===== src/verilog/sync_serial_cfg.svh =====
/*
  Constants of the 8-bit synchronous serial transceiver: register indices,
  field positions, reset values, clock divider half periods and bus answers.
  Assumes it is included by bare name from the package and the design file.
*/
`ifndef SYNC_SERIAL_CFG_SVH
`define SYNC_SERIAL_CFG_SVH

// register indices; byte address on the bus is four times the index
`define IDX_TRIGGER 10'h2E7
`define IDX_PORT_ONE 10'h2EC
`define IDX_DATA_LO 10'h2F0
`define IDX_DATA_HI 10'h2F1
`define IDX_CONTROL 10'h2F2
`define IDX_FLAG 10'h2F3

// field positions
`define BIT_TRIGGER 3
`define BIT_BUSY 1
`define BIT_FLAG 0
`define BIT_CS_HI 3
`define BIT_CS_LO 2
`define BIT_EDGE 1
`define BIT_IEN 0

// reset values
`define CS_RESET 2'b11
`define EDGE_RESET 1'b0
`define IEN_RESET 1'b0

// clock select encodings
`define CS_DIV1 2'b00
`define CS_DIV2 2'b01
`define CS_DIV4 2'b10
`define CS_SLAVE 2'b11

// aclk cycles per half period of the master serial clock
`define HALF_DIV1 3'h1
`define HALF_DIV2 3'h2
`define HALF_DIV4 3'h4

// bits per transfer, last bit index
`define LAST_BIT 3'h7

// bus answers
`define RESP_OKAY 2'b00
`define RESP_DECERR 2'b11

`endif


===== src/verilog/sync_serial_pkg.sv =====
/*
  Types of the 8-bit synchronous serial transceiver.
  Assumes the constants header is on the include path.
*/
package sync_serial_pkg;
  `include "sync_serial_cfg.svh"

  // transfer engine states
  typedef enum logic {
    st_idle,
    st_run
  } xfer_state_e;

  // software control fields
  typedef struct packed {
    logic [1:0] clock_select;
    logic edge_select;
    logic completion_irq_enable;
  } control_s;

  // per-cycle serial clock events, internal uninverted sense
  typedef struct packed {
    logic rise;
    logic fall;
  } sclk_event_s;
endpackage


===== src/verilog/sync_serial.sv =====
/*
  8-bit synchronous serial transceiver, master or slave, with an AXI4-Lite
  register slave. Assumes one clock aclk, synchronous active-low reset, and
  pin inputs already synchronous to aclk.
*/
// The AXI4-Lite register port was decided locally.
`timescale 1ns/1ps
`include "sync_serial_cfg.svh"

module sync_serial
  import sync_serial_pkg::*;
#(
  parameter bit MSB_FIRST = 1'b0,
  parameter bit SCLK_INVERT = 1'b0,
  parameter bit BUSY_ON_PORT = 1'b1
) (
  input wire logic aclk,
  input wire logic aresetn,
  input wire logic [11:0] awaddr,
  input wire logic awvalid,
  output logic awready,
  input wire logic [31:0] wdata,
  input wire logic [3:0] wstrb,
  input wire logic wvalid,
  output logic wready,
  output logic [1:0] bresp,
  output logic bvalid,
  input wire logic bready,
  input wire logic [11:0] araddr,
  input wire logic arvalid,
  output logic arready,
  output logic [31:0] rdata,
  output logic [1:0] rresp,
  output logic rvalid,
  input wire logic rready,
  input wire logic serial_in_pin,
  output logic serial_out_pin,
  input wire logic sclk_in,
  output logic sclk_out,
  output logic sclk_oe,
  output logic general_out_port_one,
  output logic completion_irq
);

  ////////////////////////////////////////////////////////////////////////////
  // state

  control_s control;
  xfer_state_e state;
  logic [7:0] shifter;
  logic [2:0] bit_count;
  logic [2:0] half_count;
  logic int_clk;
  logic prev_level;
  logic completion_flag;
  logic port_latch;
  logic [11:0] aw_addr_held;
  logic aw_held;
  logic [31:0] w_data_held;
  logic [3:0] w_strb_held;
  logic w_held;

  logic do_write;
  logic do_read;
  logic [9:0] wr_idx;
  logic [9:0] rd_idx;
  logic wr_lane0;
  logic trigger_write;
  logic flag_read;
  logic is_master;
  logic busy_status;
  logic [2:0] half_limit;
  logic pin_level;
  sclk_event_s ev;
  logic sample_edge;
  logic last_fall;

  ////////////////////////////////////////////////////////////////////////////
  // bus decode

  // a write fires once address and data are both held and no answer waits
  assign do_write = aw_held && w_held && !bvalid;
  assign do_read = arvalid && arready;
  assign wr_idx = aw_addr_held[11:2];
  assign rd_idx = araddr[11:2];
  assign wr_lane0 = w_strb_held[0];
  assign trigger_write = do_write && wr_lane0 && (wr_idx == `IDX_TRIGGER)
    && w_data_held[`BIT_TRIGGER];
  assign flag_read = do_read && (rd_idx == `IDX_FLAG);
  assign is_master = (control.clock_select != `CS_SLAVE);
  assign busy_status = (state == st_run);

  ////////////////////////////////////////////////////////////////////////////
  // serial clock events

  // half period per clock select
  always_comb begin
    case (control.clock_select)
      `CS_DIV1: half_limit = `HALF_DIV1;
      `CS_DIV2: half_limit = `HALF_DIV2;
      `CS_DIV4: half_limit = `HALF_DIV4;
      default: half_limit = `HALF_DIV1;
    endcase
  end

  // pin level in internal sense; inputs are synchronous, no synchroniser
  assign pin_level = sclk_in ^ SCLK_INVERT;

  // edges of the internal clock, from the divider or the pin
  always_comb begin
    ev = '0;
    if (busy_status) begin
      if (is_master) begin
        if (half_count == half_limit - 3'h1) begin
          ev.rise = !int_clk;
          ev.fall = int_clk;
        end
      end else begin
        ev.rise = pin_level && !prev_level;
        ev.fall = !pin_level && prev_level;
      end
    end
  end

  assign sample_edge = control.edge_select ? ev.rise : ev.fall;
  // a transfer ends at the falling edge closing the eighth clock
  assign last_fall = ev.fall && (bit_count == `LAST_BIT);

  ////////////////////////////////////////////////////////////////////////////
  // transfer engine

  // run/idle; a second trigger while running keeps the state but restarts the clock count
  always_ff @(posedge aclk) begin
    if (!aresetn) begin
      state <= st_idle;
    end else begin
      case (state)
        st_idle: begin
          if (trigger_write) begin
            state <= st_run;
          end
        end
        st_run: begin
          if (flag_read || last_fall) begin
            state <= st_idle;
          end
        end
        default: state <= st_idle;
      endcase
    end
  end

  // clock count; cleared on every trigger and on abort
  always_ff @(posedge aclk) begin
    if (!aresetn) begin
      bit_count <= 3'h0;
    end else if (trigger_write || flag_read || !busy_status) begin
      bit_count <= 3'h0;
    end else if (ev.fall) begin
      bit_count <= bit_count + 3'h1;
    end
  end

  // synchronous divider; the clock rests low whenever idle
  always_ff @(posedge aclk) begin
    if (!aresetn) begin
      half_count <= 3'h0;
      int_clk <= 1'b0;
    end else if (!busy_status || !is_master || flag_read || last_fall) begin
      half_count <= 3'h0;
      int_clk <= 1'b0;
    end else if (ev.rise || ev.fall) begin
      half_count <= 3'h0;
      int_clk <= ev.rise;
    end else begin
      half_count <= half_count + 3'h1;
    end
  end

  // previous pin level for slave edge detection
  always_ff @(posedge aclk) begin
    if (!aresetn) begin
      prev_level <= 1'b0;
    end else begin
      prev_level <= pin_level;
    end
  end

  // one shifter for both directions; software nibble writes load it
  always_ff @(posedge aclk) begin
    if (!aresetn) begin
      shifter <= 8'h00;
    end else if (sample_edge) begin
      if (MSB_FIRST) begin
        shifter <= {shifter[6:0], serial_in_pin};
      end else begin
        shifter <= {serial_in_pin, shifter[7:1]};
      end
    end else if (do_write && wr_lane0 && !busy_status) begin
      // data writes during a run would corrupt the byte in flight
      if (wr_idx == `IDX_DATA_LO) begin
        shifter[3:0] <= w_data_held[3:0];
      end else if (wr_idx == `IDX_DATA_HI) begin
        shifter[7:4] <= w_data_held[3:0];
      end
    end
  end

  // output bit moves only on the rising edge, whatever the sample edge
  always_ff @(posedge aclk) begin
    if (!aresetn) begin
      serial_out_pin <= 1'b0;
    end else if (ev.rise) begin
      serial_out_pin <= MSB_FIRST ? shifter[7] : shifter[0];
    end
  end

  // clock pin drive, polarity applied at the pin
  always_ff @(posedge aclk) begin
    if (!aresetn) begin
      sclk_out <= SCLK_INVERT;
      sclk_oe <= 1'b0;
    end else begin
      sclk_oe <= is_master;
      if (!busy_status || !is_master || flag_read || last_fall) begin
        sclk_out <= SCLK_INVERT;
      end else if (ev.rise || ev.fall) begin
        sclk_out <= ev.rise ^ SCLK_INVERT;
      end
    end
  end

  // completion flag: a completion in the read cycle wins over the clear
  always_ff @(posedge aclk) begin
    if (!aresetn) begin
      completion_flag <= 1'b0;
    end else if (last_fall && busy_status) begin
      completion_flag <= 1'b1;
    end else if (flag_read) begin
      completion_flag <= 1'b0;
    end
  end

  // interrupt request gated by the enable
  always_ff @(posedge aclk) begin
    if (!aresetn) begin
      completion_irq <= 1'b0;
    end else begin
      completion_irq <= completion_flag && control.completion_irq_enable;
    end
  end

  // general output pin carries busy or a plain software latch
  always_ff @(posedge aclk) begin
    if (!aresetn) begin
      port_latch <= 1'b0;
      general_out_port_one <= 1'b0;
    end else begin
      if (do_write && wr_lane0 && wr_idx == `IDX_PORT_ONE) begin
        port_latch <= w_data_held[`BIT_BUSY];
      end
      general_out_port_one <= BUSY_ON_PORT ? (busy_status || trigger_write)
        : port_latch;
    end
  end

  ////////////////////////////////////////////////////////////////////////////
  // control register

  always_ff @(posedge aclk) begin
    if (!aresetn) begin
      control.clock_select <= `CS_RESET;
      control.edge_select <= `EDGE_RESET;
      control.completion_irq_enable <= `IEN_RESET;
    end else if (do_write && wr_lane0 && wr_idx == `IDX_CONTROL) begin
      control.clock_select <= w_data_held[`BIT_CS_HI:`BIT_CS_LO];
      control.edge_select <= w_data_held[`BIT_EDGE];
      control.completion_irq_enable <= w_data_held[`BIT_IEN];
    end
  end

  ////////////////////////////////////////////////////////////////////////////
  // bus write channel

  // address and data are taken in either order and held until used
  always_ff @(posedge aclk) begin
    if (!aresetn) begin
      aw_held <= 1'b0;
      aw_addr_held <= 12'h000;
      awready <= 1'b0;
    end else begin
      if (awvalid && awready) begin
        aw_held <= 1'b1;
        aw_addr_held <= awaddr;
      end else if (do_write) begin
        aw_held <= 1'b0;
      end
      awready <= !aw_held && !(awvalid && awready) && !bvalid;
    end
  end

  always_ff @(posedge aclk) begin
    if (!aresetn) begin
      w_held <= 1'b0;
      w_data_held <= 32'h00000000;
      w_strb_held <= 4'h0;
      wready <= 1'b0;
    end else begin
      if (wvalid && wready) begin
        w_held <= 1'b1;
        w_data_held <= wdata;
        w_strb_held <= wstrb;
      end else if (do_write) begin
        w_held <= 1'b0;
      end
      wready <= !w_held && !(wvalid && wready) && !bvalid;
    end
  end

  // write answer; unmapped indices get a decode error
  always_ff @(posedge aclk) begin
    if (!aresetn) begin
      bvalid <= 1'b0;
      bresp <= `RESP_OKAY;
    end else if (do_write) begin
      bvalid <= 1'b1;
      case (wr_idx)
        `IDX_TRIGGER, `IDX_PORT_ONE, `IDX_DATA_LO, `IDX_DATA_HI, `IDX_CONTROL,
        `IDX_FLAG: bresp <= `RESP_OKAY;
        default: bresp <= `RESP_DECERR;
      endcase
    end else if (bready) begin
      bvalid <= 1'b0;
    end
  end

  ////////////////////////////////////////////////////////////////////////////
  // bus read channel

  // one read at a time; data and side effects come with the address
  always_ff @(posedge aclk) begin
    if (!aresetn) begin
      arready <= 1'b0;
      rvalid <= 1'b0;
      rdata <= 32'h00000000;
      rresp <= `RESP_OKAY;
    end else begin
      arready <= !rvalid && !do_read;
      if (do_read) begin
        rvalid <= 1'b1;
        rdata <= 32'h00000000;
        rresp <= `RESP_OKAY;
        case (rd_idx)
          `IDX_TRIGGER: rdata <= 32'h00000000; // trigger reads zero
          `IDX_PORT_ONE: rdata[`BIT_BUSY] <= BUSY_ON_PORT ? busy_status
            : port_latch;
          `IDX_DATA_LO: rdata[3:0] <= shifter[3:0];
          `IDX_DATA_HI: rdata[3:0] <= shifter[7:4];
          `IDX_CONTROL: begin
            rdata[`BIT_CS_HI:`BIT_CS_LO] <= control.clock_select;
            rdata[`BIT_EDGE] <= control.edge_select;
            rdata[`BIT_IEN] <= control.completion_irq_enable;
          end
          `IDX_FLAG: rdata[`BIT_FLAG] <= completion_flag;
          default: rresp <= `RESP_DECERR;
        endcase
      end else if (rready) begin
        rvalid <= 1'b0;
      end
    end
  end

endmodule


===== config.mk =====
export PLATFORM = sky130hd
export DESIGN_NAME = sync_serial
export DESIGN_NICKNAME = d
export VERILOG_FILES = /design/src/verilog/sync_serial_pkg.sv /design/src/verilog/sync_serial.sv
export VERILOG_INCLUDE_DIRS = /design/src /design/src/verilog
export SDC_FILE = /design/constraint.sdc
export NUM_CORES = 1
export LEC_CHECK = 0
export ABC_AREA = 1
export BUFFER_PORTS_ARGS = -buffer_cell sky130_fd_sc_hd__buf_2
export CORE_UTILIZATION = 52
export DETAILED_ROUTE_END_ITERATION = 8
export PLACE_DENSITY = 0.9
export SLEW_MARGIN = 20
export SYNTH_ARGS = -nofsm -noshare
export SYNTH_HDL_FRONTEND = slang
export SYNTH_SLANG_ARGS = --single-unit

===== constraint.sdc =====
create_clock -name aclk -period 3.45 [get_ports aclk]
set_clock_uncertainty 0.1 [all_clocks]
set_input_delay 0.5175 -clock aclk [delete_from_list [all_inputs] [get_ports aclk]]
set_output_delay 0.5175 -clock aclk [all_outputs]
set_load 0.02 [all_outputs]

== Word level (Yosys, flattened, before mapping) ==
Cells that the tools add are included.
Word-level totals
  bits in registers: 58
  bits of input ports: 69
  output and inout bits: 46
  word-level logic and storage cells: 134
Cells by class
  $add $sub $neg: 3
  eq/ne operators: 18
  muxes and demuxes: 27
  bitwise logic cells: 2
  reductions and logical operators: 56
Operator list (number)
  10-bit equality test, second input constant: 12
  1-bit logical AND: 21
  8-bit 2-to-1 mux: 2
  2-bit nonzero test: 8
  1-bit logical NOT: 12
  1-bit 2-to-1 mux: 12
  4-bit 2-to-1 mux: 3
  6-bit OR reduction: 2
  2-bit 2-to-1 mux: 5
  1-bit logical OR: 8
  1-bit one-hot mux with 4 select lines: 2
  3-bit by 1-bit adder with 3-bit output, second input constant: 2
  2-bit one-hot mux with 3 select lines: 1
  3-bit one-hot mux with 2 select lines: 1
  2-bit != test, second input constant: 2
  2-bit OR reduction: 2
  3-bit equality test: 1
  3-bit equality test, second input constant: 1
  3-bit AND reduction: 1
  3-bit OR reduction: 1
  3-bit by 1-bit subtractor with 3-bit output, second input constant: 1
  2-bit by 1-bit equality test with 1-bit output, second input constant: 1
  2-bit equality test, second input constant: 1
  1-bit inverter: 2
  2 further kinds: 2

== Longest topological paths before layout ==
  depth after elaboration: 11
  mapped depth: 14
  depth with buffers taken out: 14

== Worst setup path after synthesis ==
No wires, ideal clock.
  path kind: reg-to-reg
  from: register control[2] in the netlist's numbering
  to: register shifter[2]
  setup time: 0.109 ns
  data arrival time: 1.617 ns
  data required time: 3.241 ns
  slack: 1.624 ns
  cell stages (with the launch flop): 15
  path buffers: 1
  clock period less this slack: 1.826 ns
  path through: dfxtp_1 inv_1 ha_1 inv_1 nand2_1 nand2_1 nor2_1 nand3_1 nand2_2 nand3_4 buf_4 nand4_1 nand3_1 nand2_1 inv_1
On the way
  longest elaborated chain between the ends: 10
  elaborated cells on any way between the ends: 14
  classes of those cells: add/sub: 1; eq/ne: 4; mux: 6; reduce/logical: 3
RTL lines
  start, declared: RTL line sync_serial.sv:48  | control_s control;
  2-bit equality test or 2-bit by 1-bit equality test with 1-bit output (tied branches): RTL line sync_serial.sv:98  | case (control.clock_select)
  3-bit one-hot mux with 2 select lines: RTL line sync_serial.sv:98
  3-bit by 1-bit subtractor with 3-bit output: RTL line sync_serial.sv:114  | if (half_count == half_limit - 3'h1) begin
  3-bit equality test: RTL line sync_serial.sv:114
  2-bit 2-to-1 mux: RTL line sync_serial.sv:114
  2-bit 2-to-1 mux (*): RTL line sync_serial.sv:113  | if (is_master) begin
  2-bit 2-to-1 mux (*): RTL line sync_serial.sv:112  | if (busy_status) begin
  1-bit 2-to-1 mux (*): RTL line sync_serial.sv:125  | assign sample_edge = control.edge_select ? ev.rise : ev.fall;
  2-bit nonzero test (no source line)
  2-bit AND reduction (no source line)
  end signal, assigned: RTL line sync_serial.sv:195  | shifter <= {shifter[6:0], serial_in_pin};
  end signal, assigned: RTL line sync_serial.sv:197  | shifter <= {serial_in_pin, shifter[7:1]};
  end signal, assigned: RTL line sync_serial.sv:202  | shifter[3:0] <= w_data_held[3:0];
  end, declared: RTL line sync_serial.sv:50  | logic [7:0] shifter;
Every way passes the cells marked *; elsewhere a longest branch is shown, timed or not.
A chain may end at the register's enable or synchronous reset.

== Final worst setup path ==
  from: register control[2] in the netlist's numbering
  to: register shifter[5]
On the way
  longest elaborated chain between the ends: 10
  elaborated cells on any way between the ends: 15
  classes of those cells: add/sub: 1; eq/ne: 5; mux: 6; reduce/logical: 3
RTL lines
  2-bit equality test or 2-bit by 1-bit equality test with 1-bit output (tied branches): RTL line sync_serial.sv:98
  3-bit one-hot mux with 2 select lines: RTL line sync_serial.sv:98
  3-bit by 1-bit subtractor with 3-bit output: RTL line sync_serial.sv:114
  3-bit equality test: RTL line sync_serial.sv:114
  2-bit 2-to-1 mux: RTL line sync_serial.sv:114
  2-bit 2-to-1 mux (*): RTL line sync_serial.sv:113
  2-bit 2-to-1 mux (*): RTL line sync_serial.sv:112
  1-bit 2-to-1 mux (*): RTL line sync_serial.sv:125
  2-bit != test (no source line) or 2-bit nonzero test (tied branches)
  3-bit AND reduction (no source line)
  end signal, assigned: RTL line sync_serial.sv:195
  end signal, assigned: RTL line sync_serial.sv:197
  end signal, assigned: RTL line sync_serial.sv:204  | shifter[7:4] <= w_data_held[3:0];
Marked as above.

==> summary by stage <==
Logic synthesis
The count of cell types in the netlist is 28. After synthesis the cells add up to around 2800 um2. The area share of xor/xnor cells in the synthesized design is less than 1%. Of the post-synthesis cell area, the part taken by muxes is 0%. After synthesis, the largest family of logic cells by area is simple AND/OR/NAND/NOR gates. Sequential cells were found to cover 38.4% of the synthesized design area. The number of register bits inferred by synthesis is 54.

The synthesized netlist devotes under 10% of its cell area to adder and majority cells. A synthesized cell averages roughly 7.3 um2. The yosys synthesis warning count is 0. Summing the areas of all compound-gate instances in the mapped netlist gives 9.51% of the synthesized area. The simple-gate portion of the synthesized area is roughly 32%. The number of standard cells after synthesis is around 390.

Timing
In the post-route analysis, the smallest setup slack over all paths is 1.30 ns. The final count of pins violating max slew is 0. Setup violations remaining at the end of the flow were counted as 0. The highest clock frequency the design can meet is roughly 0.47 GHz. For the final routed database, the setup TNS stands at 0 ns.

The part of the cycle the worst path needs is between 60 and 70%. The hold violation count in the final report is 0. Setup repair after global routing left no endpoint under its margin. The worst-case headroom to the max-slew limit is between 60% and 70%.

The minimum period implied by the final worst setup slack is around 2.1 ns. The actual transition at the worst max-transition pin is roughly 0.58 ns.

Final layout
After filler insertion, the fill cell instance count of the layout stands at a little under 500. The multi-input logic area is approximately 1400 um2. The utilization of the core after routing is about three fifths.

In the final layout, the share of cells above drive strength 1 is 16.6%. The final layout contains 510 nets. The number of antenna diodes is 0. The commonest non-fill, non-tap cell in the layout is sky130_fd_sc_hd__nand2_1. The area added between synthesis and finish is 9.24%. The top cell types in the final layout, fill and taps aside, are 73 x sky130_fd_sc_hd__nand2_1, 54 x sky130_fd_sc_hd__dfxtp_1, 51 x sky130_fd_sc_hd__buf_2. Registers take between 1000 and 1500 um2.

Worst setup path
STA classifies the critical path startpoint as a register. Setup slack on the worst reg-to-reg path comes out at ~1.3 ns. In this run the critical register-to-register path is captured at shifter[5]. The delay of the slowest cell on the worst path is between 0.3 and 0.4 ns.

Along the worst path, the maximum fanout reaches 17. The required time of the critical path is 3.61 ns. For the worst setup path, the data arrival time is 2.31 ns. The startpoint of the worst setup timing path is control[2].

The critical path goes through inv_1, ha_1, inv_1, nand2_1, nand2_1, nor2_1, nand3b_1, nand2_1, nand3_4, nand2_2, nand2_1, nand3_1, nand2_1, inv_1. The cell at the slowest stage of the critical path is sky130_fd_sc_hd__dfxtp_1. Counting stages on the worst path, the most repeated cell is sky130_fd_sc_hd__nand2_1.

The worst setup path is captured at a register. The path depth of the worst reg2reg path is 14. The category of the critical setup timing path is reg -> reg. In this run the critical register-to-register path is launched from control[2].

Die
Row generation in the floorplan step produced 26 rows. The die covers between 5000 and 6000 um2. The core footprint is about 5200 um2. The count of boundary I/O pins is roughly 120. The starting density of the core is a little over half.

In this run the horizontal extent of the chip is about 76 um. Measured along the y axis, the die boundary spans about 76 um.

Pwr
The worst-case vdd ir drop is 0.000243 V. The power density relative to cell area is between 300 and 400 nW/um2. In this run the static leakage power is ~1.5 nW.

CTS
The latest clock arrival within the worst-skew pair is between 0.3 and 0.4 ns. Clock-pin slew was measured on the worst setup and hold paths at 0.10 ns. The H-tree was split into 2 levels. The clock tree root driver cell is sky130_fd_sc_hd__clkbuf_8. In this run, CTS created clock tree buffers numbering 5. After clock tree synthesis, the setup repair step added 0 buffers. The TritonCTS clock tree is built. The number of gates resized after CTS is 0. The longest clock path from root to sink contains 2 buffers. The tree built by TritonCTS fans out to 54 sinks.

In this run, post-CTS hold repair placed 0 buffers.

Placed design
Routability-driven placement finished with a final weighted congestion of 0.889. Once detailed placement completed, the half-perimeter wirelength came to 4230 um. At the placement stage, the worst setup path has a slack of about 1.4 ns. The total of buffers placed on input and output ports is just over 50.

Global route
The first global-routing pass estimated approximately 9000 um of wire. The total overflow left after global routing is 0. The total global-route track usage is a little over 20%.

The number of antenna violations at the first check in global routing is 0. Entering global routing, the biggest net connects 38 pins. The via count of the first global-routing pass is around 2200.

Drt
The total via count after detailed routing is about 2500. The routed design has 5530 um of wire. After the first detailed-routing iteration, the DRC count stood at 100. For this run, design rule violations remaining after detail routing come to 0. The count of antenna-violating nets left after detailed routing is 0. In the final routed layout, each cell accounts on average for between 10 and 15 um. The first-pass iteration count of the detailed router is 4. The average vias per placed instance is 5.04.

Status
The flow ran to the end, and the final reports show no timing, DRC or antenna violations.

Job
Across the run, the number of max-cap violations was 0.

Hold path
The cell depth of the worst hold path is 2. The tightest min-delay check is of the in -> reg type. The end of the worst hold path is rvalid.

The worst hold path begins at rready.
## Yosys cell counts
library cell               count  share of area [%]
sky130_fd_sc_hd__nor2_1       37                4.9
sky130_fd_sc_hd__or2_1         3               0.67
sky130_fd_sc_hd__nor2_2        2               0.44
sky130_fd_sc_hd__nand4_1      22                4.9
sky130_fd_sc_hd__buf_4        32                8.5
sky130_fd_sc_hd__buf_6         2               0.80
sky130_fd_sc_hd__buf_2         1               0.18
sky130_fd_sc_hd__a21oi_2       1               0.31
sky130_fd_sc_hd__nand2_1      73                9.7
sky130_fd_sc_hd__nor2_4        2               0.80
sky130_fd_sc_hd__nand3_4       2                1.2
sky130_fd_sc_hd__conb_1        1               0.13
sky130_fd_sc_hd__dfxtp_1      54                 38
sky130_fd_sc_hd__ha_1          7                3.1
sky130_fd_sc_hd__xnor2_1       1               0.31
sky130_fd_sc_hd__inv_1        48                6.4
sky130_fd_sc_hd__nor3_1       10                1.8
sky130_fd_sc_hd__nand3_1      26                4.6
sky130_fd_sc_hd__o211ai_1      4                1.1
sky130_fd_sc_hd__inv_2         1               0.13
sky130_fd_sc_hd__nand2_2       3               0.67
sky130_fd_sc_hd__o21ai_0      22                3.9
sky130_fd_sc_hd__nor4_1        3               0.67
sky130_fd_sc_hd__nor3_4        2                1.2
sky130_fd_sc_hd__nand3b_1      2               0.53
sky130_fd_sc_hd__a21oi_1      22                3.9
sky130_fd_sc_hd__o41ai_1       1               0.31
sky130_fd_sc_hd__clkbuf_1      3               0.40
## stage by stage
step           power (mW)  hold WS, ns  std cells  cell area (um2)
2_1_floorplan       0.782        0.320        414             2920
6_report             1.15        0.292        505             3080
5_1_grt              1.20        0.291        505             3080
3_5_place_dp        0.795        0.349        497             2980
4_1_cts              1.16        0.291        505             3080
3_3_place_gp        0.790        0.338        497             2980
## power breakdown
group	total [mW]	switching [mW]	internal (mW)	leakage, nW
clock network	0.366	0.219	0.147	0.0483
registers	0.659	0.0151	0.644	0.439
logic	0.122	0.0872	0.0347	1.02
## layer usage
| layer | up-vias | share of wire, % | routed length (um) | GRT usage (%) |
|---|---|---|---|---|
| met5 | - | 0 | 0 | 0 |
| met3 | 13 | 5.7 | 317 | 4.63 |
| met4 | 0 | 2.1 | 116 | 8.85 |
| met2 | 90 | 46 | 2540 | 35.4 |
| met1 | 1142 | 46 | 2560 | 25.1 |
| li1 | 1300 | - | - | - |
## kinds of logic after synthesis
logic type,count (synthesis)
AOI/OAI and AO/OA,50
xor gates and xnor gates,1
adders and majority gates,7
buffers and inverters,87
DFF,54
other,1
and+or+nand+nor,187
## state kept, by name, summed over array words and instances (netlist names), 3 cells and up
signal and count:
aw_addr_held 10, shifter 8, control 4, rdata 4
w_data_held 4, bit_count 3, half_count 3
## worst max path at each step
stage                            end  slack, ns  cells after the start
after detailed placement  shifter[5]       1.37                     14
final                     shifter[5]       1.30                     14
after floorplan           shifter[2]       1.62                     14
after global routing      shifter[3]       1.09                     14
after CTS                 shifter[5]       1.33                     14
after global placement      rresp[0]       1.42                      5
## final cells by class
type | instances | share of cell area, %
multi-input combinational | 273 | 44.7
sequential | 54 | 35.1
timing repair buffer | 51 | 8.30
inverter | 49 | 5.98
tap | 70 | 2.85
clock buffer | 5 | 2.24
clock inverter | 3 | 0.854
## critical path: cells and delay by family (launching register included)
family / cells / cell delay [ns]
simple gates: 10 / 1.07
flops: 1 / 0.37
fa+ha+maj: 1 / 0.32
buf+inv: 3 / 0.23
Power figures use the tool's default switching activity.
